### src/design/osb_pkg.sv
// Package for the output setpoint command bank: command codes, page codes,
// reset values and timing. Assumes a 40 MHz clock and a byte-level command port.
package osb_pkg;
	localparam logic [7:0] CMD_PAGE = 8'h00;
	localparam logic [7:0] CMD_RESTORE_USER = 8'h16;
	localparam logic [7:0] CMD_FORMAT_REPORT = 8'h20;
	localparam logic [7:0] CMD_TARGET_SETPOINT = 8'h21;
	localparam logic [7:0] CMD_FACTORY_TRIM = 8'h22;
	localparam logic [7:0] CMD_CAL_OFFSET = 8'h23;
	localparam logic [7:0] CMD_UPPER_LIMIT = 8'h24;
	localparam logic [7:0] PAGE_CH0 = 8'h00;
	localparam logic [7:0] PAGE_CH1 = 8'h01;
	localparam logic [7:0] PAGE_BOTH = 8'hff;
	// Linear mode, exponent -13 in bits 4:0
	localparam logic [7:0] FORMAT_REPORT_VALUE = 8'h13;
	localparam logic [15:0] ZERO_WORD = 16'h0000;
	// Limit reset is 1.15 x strap: num/den applied to the strap word
	localparam int LIMIT_NUM = 115;
	localparam int LIMIT_DEN = 100;
	// Highest programmable limit, 5.5 V * 2^13 = 45056
	localparam logic [15:0] LIMIT_CEIL = 16'hb000;
	localparam int CLOCK_HZ = 40_000_000;
	localparam int RESTORE_MS = 100;
	localparam int RESTORE_CYCLES = CLOCK_HZ / 1000 * RESTORE_MS;
	localparam int NUM_CH = 2;
	typedef enum logic [1:0] {
		OSB_IDLE = 2'b00,
		OSB_LOAD = 2'b01,
		OSB_BUSY = 2'b10
	} osb_state_t;
endpackage

### src/design/osb_user_store.sv
`timescale 1ns/1ps
// Nonvolatile user store image for both channels.
// Assumes the store contents are presented as parameters (no write path here).
module osb_user_store #(
	parameter logic [15:0] USER_TRIM = 16'h0000,
	parameter logic [15:0] USER_OFFSET = 16'h0000
) (
	input wire logic clock,
	input wire logic resetn,
	input wire logic [0:0] sel,
	output logic [15:0] trim_ff,
	output logic [15:0] offset_ff
);
	// Registered read so the restore sees stable data one cycle later
	always_ff @(posedge clock or negedge resetn) begin
		if (!resetn) begin
			trim_ff <= 16'h0000;
			offset_ff <= 16'h0000;
		end else begin
			trim_ff <= sel[0] ? USER_TRIM : USER_TRIM;
			offset_ff <= USER_OFFSET;
		end
	end
endmodule

### src/design/osb_clamp.sv
`timescale 1ns/1ps
// Effective setpoint arithmetic for one channel: target + trim + offset, clamped.
// Pure combinational; the caller registers the result.
module osb_clamp (
	input wire logic [15:0] target,
	input wire logic [15:0] trim,
	input wire logic [15:0] offset,
	input wire logic [15:0] limit,
	output logic [15:0] result
);
	logic signed [18:0] sum;
	always_comb begin
		sum = $signed({3'b000, target}) + $signed({{3{trim[15]}}, trim})
			+ $signed({{3{offset[15]}}, offset});
		if (sum < 0) begin
			result = 16'h0000;
		end else if (sum > $signed({3'b000, limit})) begin
			result = limit;
		end else begin
			result = sum[15:0];
		end
	end
endmodule

### src/design/osb_bank.sv
`timescale 1ns/1ps
// Command-register bank for two output channels, reached by a byte command port.
// Assumes an upstream PMBus engine presents one decoded command at a time:
// cmd_valid with cmd_code and a 16-bit word; reads return on rd_data next cycle.
// Function
// - Restore command and power-up reload user store
// - Security level becomes 1 after restore
// - Ignore bus for 100ms during restore
// - Format report reads fixed 13h
// - Bits 4:0 carry exponent minus thirteen
// - Paged unsigned 16-bit target setpoint
// - Target capped at 115% strap or limit
// - Target resets to strap voltage
// - Paged signed trim, resets zero
// - Paged signed calibration offset, resets zero
// - Output setpoint clamped to upper limit
// - Limit not rescaled by target change
// - Limit resets 1.15 strap, max 5.5V
// - Two-byte per-page registers, global restore
// - Page 00h,01h,FFh select channels
module osb_bank #(
	parameter int RESTORE_CYCLES = osb_pkg::RESTORE_CYCLES,
	parameter logic [15:0] USER_TRIM = 16'h0000,
	parameter logic [15:0] USER_OFFSET = 16'h0000
) (
	input wire logic clock,
	input wire logic resetn,
	input wire logic [15:0] strap_voltage_select,
	input wire logic cmd_valid,
	input wire logic cmd_write,
	input wire logic [7:0] cmd_code,
	input wire logic [15:0] cmd_wdata,
	output logic cmd_ack,
	output logic [15:0] rd_data_ff,
	output logic busy,
	output logic [1:0] security_level_ff,
	output logic [15:0] setpoint0_ff,
	output logic [15:0] setpoint1_ff
);
	osb_pkg::osb_state_t state_ff;
	logic [31:0] count_ff;
	logic [7:0] page_ff;
	logic [15:0] target_ff [osb_pkg::NUM_CH];
	logic [15:0] trim_ff [osb_pkg::NUM_CH];
	logic [15:0] offset_ff [osb_pkg::NUM_CH];
	logic [15:0] limit_ff [osb_pkg::NUM_CH];
	logic [15:0] eff [osb_pkg::NUM_CH];
	logic [15:0] store_trim;
	logic [15:0] store_offset;
	logic [31:0] strap_limit;
	logic [15:0] limit_reset;
	logic [15:0] target_bound;
	logic [15:0] target_wr;
	logic take;
	logic start_restore;
	logic init_done_ff;
	logic [0:0] rd_ch;

	// 1.15 x strap, saturated to the programmable ceiling
	assign strap_limit = 32'(strap_voltage_select) * 32'(osb_pkg::LIMIT_NUM)
		/ 32'(osb_pkg::LIMIT_DEN);
	assign limit_reset = (strap_limit > 32'(osb_pkg::LIMIT_CEIL)) ? osb_pkg::LIMIT_CEIL
		: strap_limit[15:0];

	// Bus is deaf while a restore runs; requests are dropped, not queued
	assign busy = (state_ff != osb_pkg::OSB_IDLE);
	assign take = cmd_valid && !busy;
	assign cmd_ack = take;
	assign start_restore = take && cmd_write && cmd_code == osb_pkg::CMD_RESTORE_USER;
	assign rd_ch = (page_ff == osb_pkg::PAGE_BOTH) ? 1'b0 : page_ff[0];

	// Bound for target writes uses channel of the current page (ch0 for both)
	always_comb begin
		target_bound = (limit_ff[rd_ch] > limit_reset) ? limit_ff[rd_ch] : limit_reset;
		target_wr = (cmd_wdata > target_bound) ? target_bound : cmd_wdata;
	end

	osb_user_store #(
		.USER_TRIM(USER_TRIM),
		.USER_OFFSET(USER_OFFSET)
	) u_store (
		.clock(clock),
		.resetn(resetn),
		.sel(rd_ch),
		.trim_ff(store_trim),
		.offset_ff(store_offset)
	);

	// Restore sequencer: power-up load, then 100 ms quiet time
	always_ff @(posedge clock or negedge resetn) begin
		if (!resetn) begin
			state_ff <= osb_pkg::OSB_LOAD;
			count_ff <= 32'h0000_0000;
		end else begin
			unique case (state_ff)
				osb_pkg::OSB_IDLE: begin
					if (start_restore) begin
						state_ff <= osb_pkg::OSB_LOAD;
					end
				end
				osb_pkg::OSB_LOAD: begin
					state_ff <= osb_pkg::OSB_BUSY;
					count_ff <= 32'h0000_0000;
				end
				osb_pkg::OSB_BUSY: begin
					if (count_ff >= 32'(RESTORE_CYCLES - 1)) begin
						state_ff <= osb_pkg::OSB_IDLE;
					end else begin
						count_ff <= count_ff + 32'h0000_0001;
					end
				end
				default: state_ff <= osb_pkg::OSB_IDLE;
			endcase
		end
	end

	// Security level is forced to 1 in the load state, one cycle before the reload lands
	always_ff @(posedge clock or negedge resetn) begin
		if (!resetn) begin
			security_level_ff <= 2'h0;
		end else if (state_ff == osb_pkg::OSB_LOAD) begin
			security_level_ff <= 2'h1;
		end
	end

	// Page selector; unknown page codes are ignored
	always_ff @(posedge clock or negedge resetn) begin
		if (!resetn) begin
			page_ff <= osb_pkg::PAGE_CH0;
		end else if (take && cmd_write && cmd_code == osb_pkg::CMD_PAGE) begin
			if (cmd_wdata[7:0] == osb_pkg::PAGE_CH0 || cmd_wdata[7:0] == osb_pkg::PAGE_CH1
				|| cmd_wdata[7:0] == osb_pkg::PAGE_BOTH) begin
				page_ff <= cmd_wdata[7:0];
			end
		end
	end

	// Strap is sampled on the first clock after reset release, not under reset
	always_ff @(posedge clock or negedge resetn) begin
		if (!resetn) begin
			init_done_ff <= 1'b0;
		end else begin
			init_done_ff <= 1'b1;
		end
	end

	// Per-channel paged registers, one generate copy per channel
	for (genvar ch = 0; ch < osb_pkg::NUM_CH; ch++) begin : g_ch
		logic sel_ch;
		assign sel_ch = (page_ff == osb_pkg::PAGE_BOTH) || (page_ff[0] == 1'(ch));
		always_ff @(posedge clock or negedge resetn) begin
			if (!resetn) begin
				target_ff[ch] <= osb_pkg::ZERO_WORD;
				limit_ff[ch] <= osb_pkg::ZERO_WORD;
				trim_ff[ch] <= osb_pkg::ZERO_WORD;
				offset_ff[ch] <= osb_pkg::ZERO_WORD;
			end else if (!init_done_ff) begin
				target_ff[ch] <= strap_voltage_select;
				limit_ff[ch] <= limit_reset;
			end else if (state_ff == osb_pkg::OSB_BUSY && count_ff == 32'h0000_0000) begin
				trim_ff[ch] <= store_trim;
				offset_ff[ch] <= store_offset;
			end else if (take && cmd_write && sel_ch) begin
				unique case (cmd_code)
					osb_pkg::CMD_TARGET_SETPOINT: target_ff[ch] <= target_wr;
					osb_pkg::CMD_FACTORY_TRIM: trim_ff[ch] <= cmd_wdata;
					osb_pkg::CMD_CAL_OFFSET: offset_ff[ch] <= cmd_wdata;
					osb_pkg::CMD_UPPER_LIMIT: begin
						// Limit stands alone; target edits never touch it
						limit_ff[ch] <= (cmd_wdata > osb_pkg::LIMIT_CEIL) ? osb_pkg::LIMIT_CEIL
							: cmd_wdata;
					end
					default: ;
				endcase
			end
		end
		osb_clamp u_clamp (
			.target(target_ff[ch]),
			.trim(trim_ff[ch]),
			.offset(offset_ff[ch]),
			.limit(limit_ff[ch]),
			.result(eff[ch])
		);
	end

	// Effective setpoints registered toward the regulation loop
	always_ff @(posedge clock or negedge resetn) begin
		if (!resetn) begin
			setpoint0_ff <= osb_pkg::ZERO_WORD;
			setpoint1_ff <= osb_pkg::ZERO_WORD;
		end else begin
			setpoint0_ff <= eff[0];
			setpoint1_ff <= eff[1];
		end
	end

	// Read data; for page both, channel 0 answers
	always_ff @(posedge clock or negedge resetn) begin
		if (!resetn) begin
			rd_data_ff <= osb_pkg::ZERO_WORD;
		end else if (take && !cmd_write) begin
			unique case (cmd_code)
				osb_pkg::CMD_PAGE: rd_data_ff <= {8'h00, page_ff};
				osb_pkg::CMD_FORMAT_REPORT:
					rd_data_ff <= {8'h00, osb_pkg::FORMAT_REPORT_VALUE};
				osb_pkg::CMD_TARGET_SETPOINT: rd_data_ff <= target_ff[rd_ch];
				osb_pkg::CMD_FACTORY_TRIM: rd_data_ff <= trim_ff[rd_ch];
				osb_pkg::CMD_CAL_OFFSET: rd_data_ff <= offset_ff[rd_ch];
				osb_pkg::CMD_UPPER_LIMIT: rd_data_ff <= limit_ff[rd_ch];
				default: rd_data_ff <= osb_pkg::ZERO_WORD;
			endcase
		end
	end

	// Checks
	property p_restore_busy;
		@(posedge clock) disable iff (!resetn)
		start_restore |=> ##1 busy [*8];
	endproperty
	a_restore_busy: assert property (p_restore_busy) else $error("restore not busy");

	property p_sec_level;
		@(posedge clock) disable iff (!resetn)
		(state_ff == osb_pkg::OSB_LOAD) |=> (security_level_ff == 2'h1);
	endproperty
	a_sec_level: assert property (p_sec_level) else $error("security level not 1");

	property p_no_ack_busy;
		@(posedge clock) disable iff (!resetn)
		busy |=> $stable(page_ff) && $stable(rd_data_ff);
	endproperty
	a_no_ack_busy: assert property (p_no_ack_busy) else $error("bank answered while busy");

	property p_format;
		@(posedge clock) disable iff (!resetn)
		(take && !cmd_write && cmd_code == osb_pkg::CMD_FORMAT_REPORT)
			|=> (rd_data_ff == 16'h0013);
	endproperty
	a_format: assert property (p_format) else $error("format report wrong");

	property p_clamp0;
		@(posedge clock) disable iff (!resetn)
		##1 setpoint0_ff <= $past(limit_ff[0]);
	endproperty
	a_clamp0: assert property (p_clamp0) else $error("setpoint above limit");

	property p_target_bound;
		@(posedge clock) disable iff (!resetn)
		(take && cmd_write && cmd_code == osb_pkg::CMD_TARGET_SETPOINT && page_ff == 8'h00)
			|=> (target_ff[0] <= $past(target_bound));
	endproperty
	a_target_bound: assert property (p_target_bound) else $error("target over bound");

	property p_limit_kept;
		@(posedge clock) disable iff (!resetn)
		(init_done_ff && take && cmd_write && cmd_code == osb_pkg::CMD_TARGET_SETPOINT)
			|=> $stable(limit_ff[0]) && $stable(limit_ff[1]);
	endproperty
	a_limit_kept: assert property (p_limit_kept) else $error("limit rescaled");

	property p_page1_only;
		@(posedge clock) disable iff (!resetn)
		(init_done_ff && take && cmd_write && page_ff == osb_pkg::PAGE_CH1
			&& cmd_code == osb_pkg::CMD_FACTORY_TRIM) |=> $stable(trim_ff[0]);
	endproperty
	a_page1_only: assert property (p_page1_only) else $error("page 1 wrote ch0");

	property p_clamp1;
		@(posedge clock) disable iff (!resetn)
		##1 setpoint1_ff <= $past(limit_ff[1]);
	endproperty
	a_clamp1: assert property (p_clamp1) else $error("setpoint 1 above limit");

	// Page both answers reads from channel 0 so a read has one defined source
	property p_rd_both;
		@(posedge clock) disable iff (!resetn)
		(take && !cmd_write && cmd_code == osb_pkg::CMD_TARGET_SETPOINT
			&& page_ff == osb_pkg::PAGE_BOTH) |=> (rd_data_ff == $past(target_ff[0]));
	endproperty
	a_rd_both: assert property (p_rd_both) else $error("page both read not ch0");

	property p_restore_load;
		@(posedge clock) disable iff (!resetn)
		(init_done_ff && state_ff == osb_pkg::OSB_BUSY && count_ff == 32'h0000_0000)
			|=> (trim_ff[0] == $past(store_trim)) && (offset_ff[1] == $past(store_offset));
	endproperty
	a_restore_load: assert property (p_restore_load) else $error("reload missed");

	property p_limit_ceil;
		@(posedge clock) disable iff (!resetn)
		(limit_ff[0] <= osb_pkg::LIMIT_CEIL) && (limit_ff[1] <= osb_pkg::LIMIT_CEIL);
	endproperty
	a_limit_ceil: assert property (p_limit_ceil) else $error("limit above ceiling");

	// The counter stands in for a long repetition, which the tools could not unroll
	property p_quiet_len;
		@(posedge clock) disable iff (!resetn)
		(state_ff == osb_pkg::OSB_BUSY && count_ff < 32'(RESTORE_CYCLES - 1)) |=> busy;
	endproperty
	a_quiet_len: assert property (p_quiet_len) else $error("quiet time cut short");

	c_restore: cover property (@(posedge clock) disable iff (!resetn) start_restore);
	c_both: cover property (@(posedge clock) disable iff (!resetn)
		page_ff == osb_pkg::PAGE_BOTH && take && cmd_write);
	c_clamped: cover property (@(posedge clock) disable iff (!resetn)
		eff[0] == limit_ff[0] && init_done_ff);
	c_quiet_end: cover property (@(posedge clock) disable iff (!resetn) $fell(busy));
endmodule

### config.mk
export PLATFORM = sky130hd
export DESIGN_NAME = osb_bank
export DESIGN_NICKNAME = d
export VERILOG_FILES = /design/src/design/osb_pkg.sv /design/src/design/osb_user_store.sv /design/src/design/osb_clamp.sv /design/src/design/osb_bank.sv
export SDC_FILE = /design/constraint.sdc
export NUM_CORES = 1
export LEC_CHECK = 0
export CAP_MARGIN = 0
export CORE_MARGIN = 2
export CORE_UTILIZATION = 60
export DETAILED_ROUTE_END_ITERATION = 10
export DONT_BUFFER_PORTS = 1
export HOLD_SLACK_MARGIN = 0.1
export PLACE_DENSITY = 0.78
export RECOVER_POWER = 100
export SKIP_CTS_REPAIR_TIMING = 1
export SLEW_MARGIN = 20
export SYNTH_ARGS = -nofsm -noshare
export SYNTH_HDL_FRONTEND = slang
export SYNTH_SLANG_ARGS = --single-unit
export TNS_END_PERCENT = 100
### constraint.sdc
create_clock -name clock -period 7.71 [get_ports clock]
set_input_delay 1.1565 -clock clock [delete_from_list [all_inputs] [get_ports clock]]
set_output_delay 1.1565 -clock clock [all_outputs]
set_load 0.05 [all_outputs]
# After elaboration in Yosys (flattened, before gate mapping)
# Cells that the tools add are included.
[classes]
addsub = 5
multipliers = 1
n_div = 1
n_lt_le_gt_ge = 10
eq_ne = 19
n_mux = 51
bitwise = 2
reduce_logical = 35
[ops]
columns = ["op", "count"]
rows = [
  ["$mux 16", 44],
  ["$pmux 16 s6", 1],
  ["$pmux 32 s2", 1],
  ["$eq 8x6->1 const B", 5],
  ["$add 18x16->19", 2],
  ["$gt 19x17->1", 2],
  ["$lt 19x1->1 const B", 2],
  ["$add 17x16->18", 2],
  ["$add 32x1->32 const B", 1],
  ["$div 23x7->32 const B", 1],
  ["$ge 32x22->1 const B", 1],
  ["$gt 16x16->1", 2],
  ["$gt 32x16->1 const B", 1],
  ["$logic_not 32->1", 1],
  ["$mux 32", 1],
  ["$reduce_and 3->1", 8],
  ["$mul 16x7->23 const B", 1],
  ["$eq 8x8->1 const B", 2],
  ["$gt 16x16->1 const B", 1],
  ["$logic_not 8->1", 2],
  ["$reduce_bool 2->1", 6],
  ["$eq 8x1->1 const B", 1],
  ["$eq 8x5->1 const B", 1],
  ["$logic_and 1x1->1", 8],
  ["14 further kinds", 27],
]
[totals]
reg_bits = 220
input_bits = 44
elab_cells = 140

# Longest topological paths before layout
[depth]
word_depth = 14
mapped_depth = 97
ltp_nobuf = 86

# Modules after synthesis
# Synthesis repeated with hierarchy kept, for this count alone.
[unflattened]
cells_unflattened = 2613
hier_area_um2 = 21907.3
[modules_own_cells]
columns = ["mod", "instances", "cells_each", "area_per_inst_um2", "seq_area_each_um2"]
rows = [
  ["osb_bank", 1, 2116, 17792.1, 5506.5],
  ["osb_clamp", 2, 232, 1935.6, 0.0],
  ["osb_user_store", 1, 33, 244.0, 0.0],
]

# Worst setup path before layout
# Ideal clock, no wire load.
[synth_path]
kind = "input to register"
start = "input strap_voltage_select[1]"
end = "register target_ff[10] (netlist bit)"
arrival_time_ps = 18559
t_required_ps = 7585
setup_slack_ps = -10974
cell_stages = 91
n_path_buf = 8
path_cell_list = "inv_1 fa_1 inv_1 fa_1 ha_1 inv_1 fa_1 inv_1 ha_1 buf_4 and3_1 a221oi_4 o221ai_2 a21o_1 xor2_2 a211oi_2 a211oi_2 a22o_1 [... 55 more ...] ha_1 nor2b_1 o21ai_0 nand2b_1 a21oi_1 nor2b_1 o21ai_0 nand2b_1 a21oi_1 nor2b_1 o21ai_0 a21boi_0 o21ai_0 a22oi_1 clkbuf_1 a41oi_1 o21ai_1 mux2_2"
[synth_between]
elab_chain_cells = 12
[synth_rtl]
columns = ["item", "line_no", "text"]
rows = [
  ["start: declaration", "osb_bank.sv:28", "input wire logic [15:0] strap_voltage_select,"],
  ["$mul 16x7->23 (*)", "osb_bank.sv:60", "assign strap_limit = 32'(strap_voltage_select) * 32'(osb_pkg::LIMIT_NUM)"],
  ["$div 23x7->32 (*)", "osb_bank.sv:61", "/ 32'(osb_pkg::LIMIT_DEN);"],
  ["$gt 32x16->1", "osb_bank.sv:62", "assign limit_reset = (strap_limit > 32'(osb_pkg::LIMIT_CEIL)) ? osb_pkg::LIMIT_CEIL"],
  ["$mux 16 (*)", "osb_bank.sv:62", ""],
  ["$gt 16x16->1", "osb_bank.sv:74", "target_bound = (limit_ff[rd_ch] > limit_reset) ? limit_ff[rd_ch] : limit_reset;"],
  ["$mux 16 (*)", "osb_bank.sv:74", ""],
  ["$gt 16x16->1", "osb_bank.sv:75", "target_wr = (cmd_wdata > target_bound) ? target_bound : cmd_wdata;"],
  ["$mux 16 (*)", "osb_bank.sv:75", ""],
  ["$mux 16 (*)", "osb_bank.sv:164", "unique case (cmd_code)"],
  ["$mux 16 (*)", "osb_bank.sv:163", "end else if (take && cmd_write && sel_ch) begin"],
  ["$mux 16 (*)", "osb_bank.sv:160", "end else if (state_ff == osb_pkg::OSB_BUSY && count_ff == 32'h0000_0000) begin"],
  ["$mux 16 (*)", "osb_bank.sv:157", "end else if (!init_done_ff) begin"],
  ["end signal: indexed assignment", "osb_bank.sv:153", "target_ff[ch] <= osb_pkg::ZERO_WORD;"],
  ["end signal: indexed assignment", "osb_bank.sv:158", "target_ff[ch] <= strap_voltage_select;"],
  ["end signal: indexed assignment", "osb_bank.sv:165", "osb_pkg::CMD_TARGET_SETPOINT: target_ff[ch] <= target_wr;"],
  ["end: declaration", "osb_bank.sv:43", "logic [15:0] target_ff [osb_pkg::NUM_CH];"],
]
# Mark *: on every way between the ends. The rest lies on a longest branch, timed or not. The select of a mux whose other input is x is not followed.
# A chain may end at the register's enable or synchronous reset.

# Worst setup path after layout
[layout_path]
start = "input strap_voltage_select[0]"
end = "register target_ff[10] (netlist bit)"
# The elaborated chain is that of the path after synthesis.

==> impl_metrics.tcl <==
set metrics [dict create \
    synth_top_family_by_area "compound AO/OA/AOI/OAI gates" \
    area_delta_synth_final_pct 30.5 \
    die_w_um 192 \
    rsz0062_at_grt "yes" \
    grt_antenna_before_repair 9 \
    worst_path_max_delay_cell "or4_4" \
    fillers 2310 \
    core_mm2 0.0347 \
    start_util 0.612 \
    hp-class "in2async" \
    slew_violations 101 \
    fin_nets 3239 \
    synth_cell_types 124 \
    synthSimpleGateAreaFrac 0.169 \
    clock-sinks 220 \
    clk_pin_slew_ns 0.07 \
    place_hpwl_um 58600 \
    synth_xor_area_frac 0.0364 \
    avgSynthCellArea_um2 8.34 \
    reg2reg_slack_ns 0.63 \
    layout_common_cells "buf_4, nand2_1, dfrtp_1, nor2_1, a21oi_1" \
    async_flop_share 1.00 \
    synth-compound-area-share 0.271 \
    grt_pass1_vias 22000 \
    gr-total-overflow 0 \
    routed_wl_um 80200 \
    timing.final.crit_period_ns 18.12 \
    clock-root-buffer "clkbuf_16" \
    synthAdderAreaFrac 0.165 \
    drt-initial-drc-count 2508 \
    r2r-start "target_ff[17]" \
    critPathArrivalTime_ns 18.52 \
    setup_ws_ns -10.41 \
    grt_pass1_wl_um 120000 \
    grt.total_usage 0.418 \
    required_ns 8.11 \
    fin_skew_ns 0.0112 \
    yosysSeqAreaShare 0.259 \
    final-hold-violation-count 0 \
    crit_type "in2reg" \
    end_kind "flip-flop" \
    synth_top_area_share 0.258 \
    synth_seq_cells 220 \
    die_area_mm2 0.0369 \
    detail_route.wl_per_cell_um 23.4 \
    rows 68 \
    crit_top_cell "o21ai_1" \
    firstDrtPassIters 7 \
    slowest_delay_ns 0.56 \
    cp-start-kind "primary input" \
    die_y_um 192 \
    cts-buffers-inserted 21 \
    cap_violations 3 \
    cp_max_fo 10 \
    synth_mux_area_frac 0.0413 \
    synth_flop_cell "dfrtp_1" \
    outcome "complete, but fails checks" \
    drc 0 \
    tns_ns -523.52 \
    drive_above_1_share 0.297 \
    dr_total_vias 22600 \
    postSynthCellCount 2549 \
    max_freq_ghz 0.0552 \
    crit_end "target_ff[10]" \
    yosys-top-cells-area "dfrtp_1, ha_1, fa_1, a21oi_1, o21ai_0" \
    synth_area_mm2 0.0213 \
    antenna_left 0 \
    worstRegToRegCells 25 \
    io-pin-count 96 \
    synth_warnings 0 \
    setup_violations 62 \
    clk_latency_ns 0.51 \
    vias_per_cell 6.58 \
    failed_checks "capacitance limit, slew limit, setup timing" \
    slew_headroom -0.341 \
    port_buffers 0 \
    worst_pin_slew_ns 2.01 \
    grt_start_max_net_pins 221 \
    synth_nets 2825 \
    place_congestion 0.979 \
    startpoint "strap_voltage_select[0]" \
    rr_endpoint "setpoint0_ff[6]" \
    synth-edff-count 0 \
    synth_area_leader_cell "dfrtp_1" \
    cts_tree "built" \
    final_util 0.799 \
    finalCritPeriodShare 2.35 \
    seq_area_mm2 0.00551 \
    layout_commonest_cell "buf_4" \
    multi_input_area_mm2 0.0163 \
    ctsHtreeMaxLevel 1 \
    cts_buffer_depth 3 \
]
-- worst min-delay path by stage --
stage                     slack (ns)                    to  depth (start not counted)          from
after floorplan                 0.45          offset_ff[1]                          2  offset_ff[1]
after global placement          0.47          offset_ff[1]                          2  offset_ff[1]
after detailed placement        0.48          count_ff[27]                          1  count_ff[27]
after CTS                       0.34           count_ff[9]                          0        resetn
after global routing            0.32       setpoint1_ff[7]                          0        resetn
final                           0.34  security_level_ff[0]                          0        resetn
-- flip-flops by register name, summed over array words and instances (netlist names) --
register / flops
trim_ff: 32
page_ff: 8
state_ff: 2
setpoint0_ff: 16
init_done_ff: 1
limit_ff: 32
offset_ff: 32
rd_data_ff: 16
count_ff: 32
setpoint1_ff: 16
target_ff: 32
security_level_ff: 1
-- area by class of cell --
cell class / count / area share
Clock inverter: 10 / 0.00329
Sequential cell: 220 / 0.199
Antenna cell: 5 / 0.000451
Tap cell: 455 / 0.0205
Timing Repair Buffer: 518 / 0.145
Inverter: 186 / 0.0253
Clock buffer: 25 / 0.0202
Multi-Input combinational cell: 2016 / 0.587
-- through the flow --
step                      std cells  setup slack, ns  hold WS, ns  instance area, µm²
after floorplan                2549            -9.90        0.450               21700
after global placement         3347           -10.70        0.467               25200
after detailed placement       3347           -10.95        0.476               25200
after CTS                      3382           -10.44        0.335               25900
after global routing           3431           -11.10        0.322               27700
final                          3435           -10.41        0.339               27700
-- logic make-up after synthesis --
family | after synthesis
other | 2
adders and majority gates | 237
muxes | 82
xor gates and xnor gates | 84
and+or+nand+nor | 758
AOI/OAI and AO/OA | 852
DFF | 220
buffers and inverters | 314
-- worst max-delay path, delay by kind of cell --
family,cells,cell delay [ns]
compound gates,47,9.19
xor+xnor,2,0.48
fa+ha+maj,7,2.68
buf+inv,12,1.57
mux,2,0.61
simple gates,20,2.77
-- cells in the mapped netlist, types with 6 or more instances --
library cell  instances
ha_1                159
inv_1               184
or2_2                 9
fa_1                 73
o21ai_0             202
buf_4                 7
a22o_1               15
nor3_1               43
clkbuf_1             97
dfrtp_1             219
a41oi_1               6
and3_1               23
mux2i_1              41
nor4_1               13
o21bai_1             29
a21o_1               30
nand2_1             241
nand3_1              53
a22oi_1              27
a31oi_1              41
a21boi_0              6
buf_2                16
a21oi_1             204
or3_1                12
mux2_2               37
o221ai_1             14
a211oi_1             16
nor2b_1              29
o22ai_1              23
a311oi_1             10
xor2_1               18
o21a_1               17
nand2b_1             21
o21ai_1              27
and2_1               23
a221oi_1             27
nand4_1              39
o211ai_1             18
a311o_1               6
and4_1                8
o31ai_1              11
nor2_1              211
xnor2_1              61
-- routing by layer --
layer  GRT usage  vias up  routed length [µm]  share of wire
li1            -    10100                   -              -
met1       0.500    10900               28900           0.36
met2       0.670     1268               37500           0.47
met3       0.122      373                8550           0.11
met4       0.243        8                5210          0.065
met5      0.0137        -                 111         0.0014
Power is not shown: default switching activity piles up to over one toggle a cycle in this logic, so the estimate is an artifact.
